==> src/hdl/scf_pkg.sv <==
/*
 * scf_pkg: shared constants for the status condition filter block.
 * Holds group bit positions, implemented-bit masks, group grouping
 * (latched versus level) and reset values. Assumes nothing of its users
 * beyond referencing every item as scf_pkg::name.
 */
`default_nettype none

package scf_pkg;
    // group counts; the short read form carries groups 4..1, the long one 8..1
    localparam int GROUPS = 8;
    localparam int HALF_GROUPS = 4;

    // group 1 (index 0): latched events
    localparam int G1_ADC_DONE = 0;
    localparam int G1_PRINT_TIMER = 2;
    localparam int G1_TIMED_LOG = 3;
    // group 2 (index 1): latched events
    localparam int G2_MEAS_DROP = 0;
    localparam int G2_UNIT_CHANGE = 1;
    localparam int G2_SYNTAX_ERR = 2;
    localparam int G2_EXEC_ERR = 3;
    // group 3 (index 2): levels
    localparam int G3_CHART_END = 1;
    localparam int G3_CARD_LOW = 2;
    localparam int G3_CHART_FEED = 5;
    // group 4 (index 3): levels
    localparam int G4_BASIC_SET = 0;
    localparam int G4_RECORDING = 1;
    localparam int G4_COMPUTING = 2;
    localparam int G4_ALARM = 3;
    localparam int G4_HEADER = 6;
    // group 7 (index 6): levels
    localparam int G7_SAVING = 0;
    localparam int G7_REPLAYING = 1;

    // implemented bits per group, group 8 first; unassigned bits stay zero
    localparam logic [7:0][7:0] GRP_MASK = {8'h00, 8'h03, 8'h00, 8'h00,
                                            8'h4F, 8'h26, 8'h0F, 8'h0D};

    // group indices of the latched groups (1,2,5,6) and level groups (3,4,7,8)
    localparam logic [3:0][2:0] LAT_GRP = {3'h5, 3'h4, 3'h1, 3'h0};
    localparam logic [3:0][2:0] LVL_GRP = {3'h7, 3'h6, 3'h3, 3'h2};

    // reset values
    localparam logic [7:0] FILTER_RST = 8'hFF;
    localparam logic [7:0] STATUS_RST = 8'h00;
endpackage

`default_nettype wire

==> src/hdl/scf_status_filter.sv <==
/*
 * scf_status_filter: condition register, per-connection filters and
 * per-connection latched status copies, with a status read port that
 * returns groups as raw bytes and as three-digit decimal digits.
 * Assumes all inputs are synchronous to clk, event inputs are one-cycle
 * pulses, level inputs are held for as long as the condition lasts, and
 * the command decoder in front presents one filter write and one status
 * read per cycle at most.
 */
`timescale 1ns/1ps
`default_nettype none

module scf_status_filter #(
    parameter int N_CONN = 2,                            // host connections
    parameter int CONN_W = (N_CONN > 1) ? $clog2(N_CONN) : 1
) (
    input wire logic clk,
    input wire logic reset,
    // one-cycle event pulses
    input wire logic adc_done,
    input wire logic print_timer_expired,
    input wire logic timed_log_timer_expired,
    input wire logic meas_drop,
    input wire logic unit_change,
    input wire logic cmd_syntax_err,
    input wire logic cmd_exec_err,
    // condition levels, and the header start and end pulses
    input wire logic chart_paper_out,
    input wire logic card_space_low,
    input wire logic chart_feed_active,
    input wire logic basic_setting_mode,
    input wire logic recording_active,
    input wire logic computing_active,
    input wire logic alarm_active,
    input wire logic header_print_start,
    input wire logic header_print_end,
    input wire logic card_saving,
    input wire logic card_replaying,
    // filter-setting command
    input wire logic filter_wr,
    input wire logic [CONN_W-1:0] filter_conn,
    input wire logic [2:0] filter_group,
    input wire logic [7:0] filter_data,
    // status-read command
    input wire logic status_rd,
    input wire logic [CONN_W-1:0] status_conn,
    input wire logic status_ext,
    // answer
    output logic status_valid,
    output logic status_ext_out,
    output logic [63:0] status_word,
    output logic [95:0] status_bcd
);

    localparam logic [CONN_W:0] CONN_LIMIT = (CONN_W + 1)'(N_CONN);

    // binary byte to three bcd digits (hundreds, tens, ones)
    function automatic logic [11:0] to_bcd(input logic [7:0] bin);
        logic [19:0] sh;
        int i;
        sh = {12'h000, bin};
        for (i = 0; i < 8; i++) begin
            if (sh[11:8] > 4'h4) sh[11:8] = sh[11:8] + 4'h3;
            if (sh[15:12] > 4'h4) sh[15:12] = sh[15:12] + 4'h3;
            if (sh[19:16] > 4'h4) sh[19:16] = sh[19:16] + 4'h3;
            sh = sh << 1;
        end
        return sh[19:8];
    endfunction

    logic header_active_reg;                   // start-to-end header window
    logic [7:0][7:0] cond;                     // condition register view
    logic [7:0][7:0] filter_reg [N_CONN];      // filter per connection
    logic [3:0][7:0] lat_reg [N_CONN];         // latched copy per connection
    logic [7:0][7:0] rd_view;                  // groups as seen by the reader
    logic rd_ok;                               // read names a real connection
    logic wr_ok;                               // write names a real connection
    logic status_valid_reg;
    logic status_ext_reg;
    logic [63:0] status_word_reg;
    logic [95:0] status_bcd_reg;

    assign rd_ok = status_rd && ({1'b0, status_conn} < CONN_LIMIT);
    assign wr_ok = filter_wr && ({1'b0, filter_conn} < CONN_LIMIT);

    // header window: the start pulse opens it, the end pulse closes it
    always_ff @(posedge clk or posedge reset) begin
        if (reset) begin
            header_active_reg <= 1'b0;
        end else if (header_print_start) begin
            header_active_reg <= 1'b1;
        end else if (header_print_end) begin
            header_active_reg <= 1'b0;
        end
    end

    // condition register: events and levels in their group positions;
    // the final mask keeps every unassigned bit, and all of group 5, at zero
    always_comb begin
        cond = '0;
        cond[0][scf_pkg::G1_ADC_DONE] = adc_done;
        cond[0][scf_pkg::G1_PRINT_TIMER] = print_timer_expired;
        cond[0][scf_pkg::G1_TIMED_LOG] = timed_log_timer_expired;
        cond[1][scf_pkg::G2_MEAS_DROP] = meas_drop;
        cond[1][scf_pkg::G2_UNIT_CHANGE] = unit_change;
        cond[1][scf_pkg::G2_SYNTAX_ERR] = cmd_syntax_err;
        cond[1][scf_pkg::G2_EXEC_ERR] = cmd_exec_err;
        cond[2][scf_pkg::G3_CHART_END] = chart_paper_out;
        cond[2][scf_pkg::G3_CARD_LOW] = card_space_low;
        cond[2][scf_pkg::G3_CHART_FEED] = chart_feed_active;
        cond[3][scf_pkg::G4_BASIC_SET] = basic_setting_mode;
        cond[3][scf_pkg::G4_RECORDING] = recording_active;
        cond[3][scf_pkg::G4_COMPUTING] = computing_active;
        cond[3][scf_pkg::G4_ALARM] = alarm_active;
        cond[3][scf_pkg::G4_HEADER] = header_active_reg;
        cond[6][scf_pkg::G7_SAVING] = card_saving;
        cond[6][scf_pkg::G7_REPLAYING] = card_replaying;
        cond = cond & scf_pkg::GRP_MASK;
    end

    // filter store: one byte per group per connection; reset opens all bits
    // so a fresh connection sees everything until it narrows the filter
    always_ff @(posedge clk or posedge reset) begin
        if (reset) begin
            for (int c = 0; c < N_CONN; c++) begin
                filter_reg[c] <= {8{scf_pkg::FILTER_RST}};
            end
        end else begin
            for (int c = 0; c < N_CONN; c++) begin
                if (wr_ok && (filter_conn == CONN_W'(c))) begin
                    filter_reg[c][filter_group] <= filter_data;
                end
            end
        end
    end

    // latched groups: event bits pass the filter before they are stored, so a
    // masked event never lands and cannot show up after unmasking; a read of
    // this connection clears the copy, but an event in that same cycle is
    // ORed in after the clear and survives to the next read
    always_ff @(posedge clk or posedge reset) begin
        if (reset) begin
            for (int c = 0; c < N_CONN; c++) begin
                lat_reg[c] <= {4{scf_pkg::STATUS_RST}};
            end
        end else begin
            for (int c = 0; c < N_CONN; c++) begin
                for (int l = 0; l < 4; l++) begin
                    lat_reg[c][l] <=
                        ((rd_ok && (status_conn == CONN_W'(c))) ?
                            scf_pkg::STATUS_RST : lat_reg[c][l])
                        | (cond[scf_pkg::LAT_GRP[l]]
                           & filter_reg[c][scf_pkg::LAT_GRP[l]]);
                end
            end
        end
    end

    // reader view: latched groups from the copy, level groups straight from
    // the condition register gated by the filter, so a level hidden by the
    // filter is still tracked and appears as soon as the filter opens
    always_comb begin
        rd_view = '0;
        for (int l = 0; l < 4; l++) begin
            rd_view[scf_pkg::LAT_GRP[l]] = lat_reg[status_conn][l];
            rd_view[scf_pkg::LVL_GRP[l]] = cond[scf_pkg::LVL_GRP[l]]
                & filter_reg[status_conn][scf_pkg::LVL_GRP[l]];
        end
    end

    // answer strobe: one cycle after each accepted read
    always_ff @(posedge clk or posedge reset) begin
        if (reset) begin
            status_valid_reg <= 1'b0;
            status_ext_reg <= 1'b0;
        end else begin
            status_valid_reg <= rd_ok;
            if (rd_ok) status_ext_reg <= status_ext;
        end
    end

    // answer data: group n in byte n-1, so the word prints high group first;
    // the short form leaves groups 5..8 at zero
    always_ff @(posedge clk or posedge reset) begin
        if (reset) begin
            status_word_reg <= '0;
            status_bcd_reg <= '0;
        end else if (rd_ok) begin
            for (int g = 0; g < scf_pkg::GROUPS; g++) begin
                if (status_ext || g < scf_pkg::HALF_GROUPS) begin
                    status_word_reg[g*8 +: 8] <= rd_view[g];
                    status_bcd_reg[g*12 +: 12] <= to_bcd(rd_view[g]);
                end else begin
                    status_word_reg[g*8 +: 8] <= 8'h00;
                    status_bcd_reg[g*12 +: 12] <= 12'h000;
                end
            end
        end
    end

    assign status_valid = status_valid_reg;
    assign status_ext_out = status_ext_reg;
    assign status_word = status_word_reg;
    assign status_bcd = status_bcd_reg;
endmodule // scf_status_filter

`default_nettype wire

==> config.mk <==
export PLATFORM = sky130hd
export DESIGN_NAME = scf_status_filter
export DESIGN_NICKNAME = d
export VERILOG_FILES = /design/src/hdl/scf_pkg.sv /design/src/hdl/scf_status_filter.sv
export SDC_FILE = /design/constraint.sdc
export NUM_CORES = 1
export LEC_CHECK = 0
export CAP_MARGIN = 30
export CORE_MARGIN = 2
export CORE_UTILIZATION = 45
export DETAILED_ROUTE_END_ITERATION = 10
export DONT_BUFFER_PORTS = 1
export HOLD_SLACK_MARGIN = 0.15
export SYNTH_ARGS = -nofsm -noshare
export SYNTH_HDL_FRONTEND = slang
export SYNTH_SLANG_ARGS = --single-unit
==> constraint.sdc <==
create_clock -name clk -period 3.6 [get_ports clk]
set_input_delay 0.54 -clock clk [delete_from_list [all_inputs] [get_ports clk]]
set_output_delay 0.54 -clock clk [all_outputs]
set_load 0.01 [all_outputs]
Word-level counts from Yosys, hierarchy flattened
Cells that the tools add are included.
{"block": "totals", "elab_cells": 685, "latch_bits": 0, "ramBits": 0, "romBits": 0, "ff_bits": 315, "mem_count": 0, "in_bits": 36}
{"block": "classes", "bitwise": 14, "n_reduce_logical": 6, "muxes": 349, "n_mul": 0, "n_eq_ne": 0, "n_addsub": 144, "n_lt_le_gt_ge": 147, "shift": 0, "div": 0}
{"operator": "$mux W4", "n": 231}
{"operator": "$gt A4 B3 Y1 const B", "n": 137}
{"operator": "$add A4 B2 Y4 const B", "n": 96}
{"operator": "$mux W3", "n": 95}
{"operator": "$mux W56", "n": 3}
{"operator": "$bwmux W64", "n": 2}
{"operator": "$add A3 B2 Y3 const B", "n": 41}
{"operator": "$mux W32", "n": 2}
{"operator": "$mux W8", "n": 8}
{"operator": "$mux W12", "n": 4}
{"operator": "$and A4 B8 Y8", "n": 4}
{"operator": "$or A8 B8 Y8", "n": 4}
{"operator": "$demux W8 S3", "n": 1}
{"operator": "$add A1 B2 Y3 const B", "n": 7}
{"operator": "$gt A1 B3 Y1 const B", "n": 7}
{"operator": "$mux W16", "n": 1}
{"operator": "$and A2 B8 Y8", "n": 1}
{"operator": "$and A6 B8 Y8", "n": 1}
{"operator": "$and A7 B8 Y8", "n": 1}
{"operator": "$logic_and A1 B1 Y1", "n": 5}
{"operator": "$lt A3 B4 Y1 const B", "n": 1}
{"operator": "$ge A3 B1 Y1 const B", "n": 1}
{"operator": "$ge A2 B2 Y1 const B", "n": 1}
{"operator": "$mux W1", "n": 2}
{"operator": "3 further kinds", "n": 4}

Logic depth before layout (Yosys ltp)
{"block": "logic_depth", "depth_word": 32, "depth_mapped": 13, "depth_no_buf": 12}

Worst setup path after synthesis
No wires, ideal clock.
{"block": "synth_timing", "kind": "in2reg", "startpoint": "in status_conn", "endpoint": "reg status_bcd_reg[38] (netlist: status_bcd[38])", "n_path_buf": 1, "setup_slack_ns": 0.481, "setup_ns": 0.125, "path_stages": 13, "arrival_ns": 2.994, "cell_sequence": "buf_6 mux2i_1 nor2b_1 inv_1 ha_1 ha_1 and2_1 nor2_1 xnor2_2 ha_1 o21ai_1 mux2i_1 mux2_2"}
{"item": "from (decl)", "line_no": "scf_status_filter.sv:46", "rtl": "input wire logic [CONN_W-1:0] status_conn,"}
{"item": "to (signal, indexed assignment)", "line_no": "scf_status_filter.sv:192", "rtl": "status_bcd_reg[g*12 +: 12] <= to_bcd(rd_view[g]);"}
{"item": "to (decl)", "line_no": "scf_status_filter.sv:81", "rtl": "logic [95:0] status_bcd_reg;"}

==> summary.txt <==
CTS Sinks: 84
Seq. cell area: 0.00214 sq mm
Mapped Cells: 442
CP top delay family: adder cells
Final Hold Viols: 0
vias per cell: 4.47
H-Tree Depth: 3
critical path data required time: 3.84 ns
via count: 2616
RePlAce Congestion: 0.746
Layout Cells excl Fill: 585
drt pass-1 iters: 4
WL/cell: 14.7 um
Largest register FFs: 34
CP cell instances: mux2i_1, nor2b_1, inv_1, ha_1, ha_1, and2_1, nor2_1, xnor2_2, ha_1, o21ai_1, mux2i_1, mux2_2
drt initial violations: 107
crit path buf inv count: 1
Post-DRT Antenna Nets: 0
beginning of the worst hold path: status_rd
Synth cell types: 40
Seq/Total Area, Yosys: 0.439
top-area cell type share of the netlist area: 0.256
ys flop type: dfrtp_1
Detail Placement HPWL: 6.53 mm
maximum VDD drop: 189 uV
Row Count: 38
RR Startpoint: filter_reg[27]$_DFFE_PP1P_
Power Total: 0.00276 W
Pint: 0.00189 W
Max stage delay on crit path: 0.53 ns
DIE AREA: 0.0117 sq mm
die height: 108 um
Post-Route WL: 8.59 mm
Tmin final: 3.21 ns
CTS clk-pin slew, worst paths: 0.09 ns
Post-Syn Area: 0.00488 sq mm
FFs w/ async S/R, synth: 1.00
status: completed
Worst Hold Class: input port to flip-flop
EDFF count, synth: 0
layout cells sized above 1: 0.245
first-pass GRT wire length: 13.0 mm
type of origin of the critical path: flip-flop
PortBufs: 0
most used cell, CP: ha_1
mean post-synth cell area: 11.0 sq um
crit path DAT: 3.45 ns
slowest CP cell: dfstp_2
area of the multi-input gates: 0.00212 sq mm
Overflow after GRT: 0
Initial Util: 0.456
DIE WIDTH: 108 um
Worst Setup SP: filter_reg[27]$_DFFE_PP1P_
Slew @ Worst Pin: 0.654 ns
setup TNS: 0 ns
DRC: 0
Seq pwr share: 0.518
CTS tree: done
NetSw: 0.000870 W
area delta synth->final: -2.74%
placed cells: 568
RSZ-0062 raised after global routing: false
leading area contributor after synthesis: dfrtp_1
crit path max fanout: 5
Final WS setup: 0.395 ns
WS Path Type: flip-flop to flip-flop
vias in the first global route: 2425
Pins Over Slew Limit: 0
fraction of the cycle the final worst path needs: 0.890
switch share: 0.315
GR Util All Layers: 0.148
highest clock rate: 312 MHz
YS warnings: 0
Synth area leaders: dfrtp_1, buf_4, dfstp_2
largest net degree at the start of global routing: 59
Core Box Area: 0.0107 sq mm
clock skew: 0.0107 ns
Placement Setup Slack: 0.323 ns
# IOs: 198
CTS max path bufs: 2
Root Buffer: clkbuf_8
#FFs+latches synth: 84
initial antenna violation count: 0
Leak Pwr: 2.23 nW
clock network fraction of total power: 0.255
final setup fails: 0
Combinational Power Share: 0.227
slew margin rel.: 0.564
Nets: 490
max_cap viols: 0
fill cell count: 1002
post-CTS resize count: 0
n_diodes: 0
total clock buffers created by CTS: 9
Clk Latency, worst-skew pair: 0.35 ns
CP Capture Type: flip-flop
total power per unit cell area: 582 mW/mm^2
-- cell usage after synthesis, types with 4 or more instances --
cell      number
nand2_1       10
mux2_2        48
mux2i_1       19
clkbuf_1       5
mux2_1         4
nor2b_1        4
a22o_1        14
inv_1         15
buf_4        128
nor2_1        27
o21ai_0        7
ha_1          12
xnor2_1        4
dfrtp_1       50
a21oi_1       17
nand2b_1       5
nand3_1        9
dfstp_2       34
-- metal layers --
layer  part of all wire  track usage  vias up
met4              0.012       0.0549        0
li1                   -            -     1228
met3              0.070       0.0434        8
met5                  0            0        -
met1               0.42        0.177     1277
met2               0.50        0.253      103
-- layout by cell type (no fill, tap or decap), types with 7 or more instances in the layout --
cell and n:
inv_1 14, mux2i_1 19, nand3_1 9, nor2_1 27
ha_1 12, nand2_1 10, dfstp_2 34, clkbuf_8 11
o21ai_0 7, a21oi_1 17, mux2_2 48, dfrtp_1 50
conb_1 119, a22o_1 14
-- repair_timing --
| item | 4_1_cts | 5_1_grt |
|---|---|---|
| hold buffers | 1 | 0 |
| endpoints found under the hold margin | 13 | 0 |
| buffers inserted | 0 | 0 |
-- metrics by stage --
step / hold WS [ns] / util / area [sq um]
after floorplan: 0.445 / - / 5320
after global placement: 0.460 / 0.423 / 4530
after detailed placement: 0.468 / 0.423 / 4530
after CTS: 0.186 / 0.444 / 4750
after global routing: 0.180 / 0.444 / 4750
final: 0.208 / 0.444 / 4750
-- final cells by class --
type / instances / area share
clock inverters: 4 / 0.0113
well taps: 140 / 0.0369
inverters: 17 / 0.0137
clock buffers: 12 / 0.0327
multi-input cells: 324 / 0.447
flip-flops and latches: 84 / 0.452
repair buffers: 4 / 0.00685
-- logic make-up (layout without fill, tap and decap cells) --
| kind of cell | Yosys count | after routing | synth area share |
|---|---|---|---|
| AO/OA/AOI/OAI | 48 | 48 | 0.0662 |
| XOR/XNOR | 6 | 6 | 0.0123 |
| adder cells (fa/ha/maj) | 14 | 14 | 0.0390 |
| buffers and inverters | 152 | 37 | 0.217 |
| flip-flops | 84 | 84 | 0.439 |
| multiplexers | 72 | 72 | 0.162 |
| other | 1 | 119 | 0.000768 |
| AND/OR/NAND/NOR | 65 | 65 | 0.0636 |
-- power by group through the flow --
stage                     clock network [W]  registers, W  logic [W]
after floorplan                           0       0.00139   0.000668
after global placement                    0       0.00144   0.000609
after detailed placement                  0       0.00145   0.000631
after CTS                          0.000726       0.00144   0.000635
after global routing               0.000767       0.00146   0.000707
final                              0.000704       0.00143   0.000627
-- worst paths after layout --
kind	depth (start not counted)	slack, ns	end
setup reg to reg	12	0.39	status_bcd[38]$_DFFE_PP0P_
max in group asynchronous	3	2.09	filter_reg[17]$_DFFE_PP1P_
hold / removal	0	0.21	status_valid$_DFF_PP0_
min in group asynchronous	2	0.71	status_word[2]$_DFFE_PP0P_
hold reg to reg	1	0.48	header_active_reg$_DFFE_PP0P_
setup / recovery	12	0.39	status_bcd[38]$_DFFE_PP0P_
(Power assumes the default switching activity.)
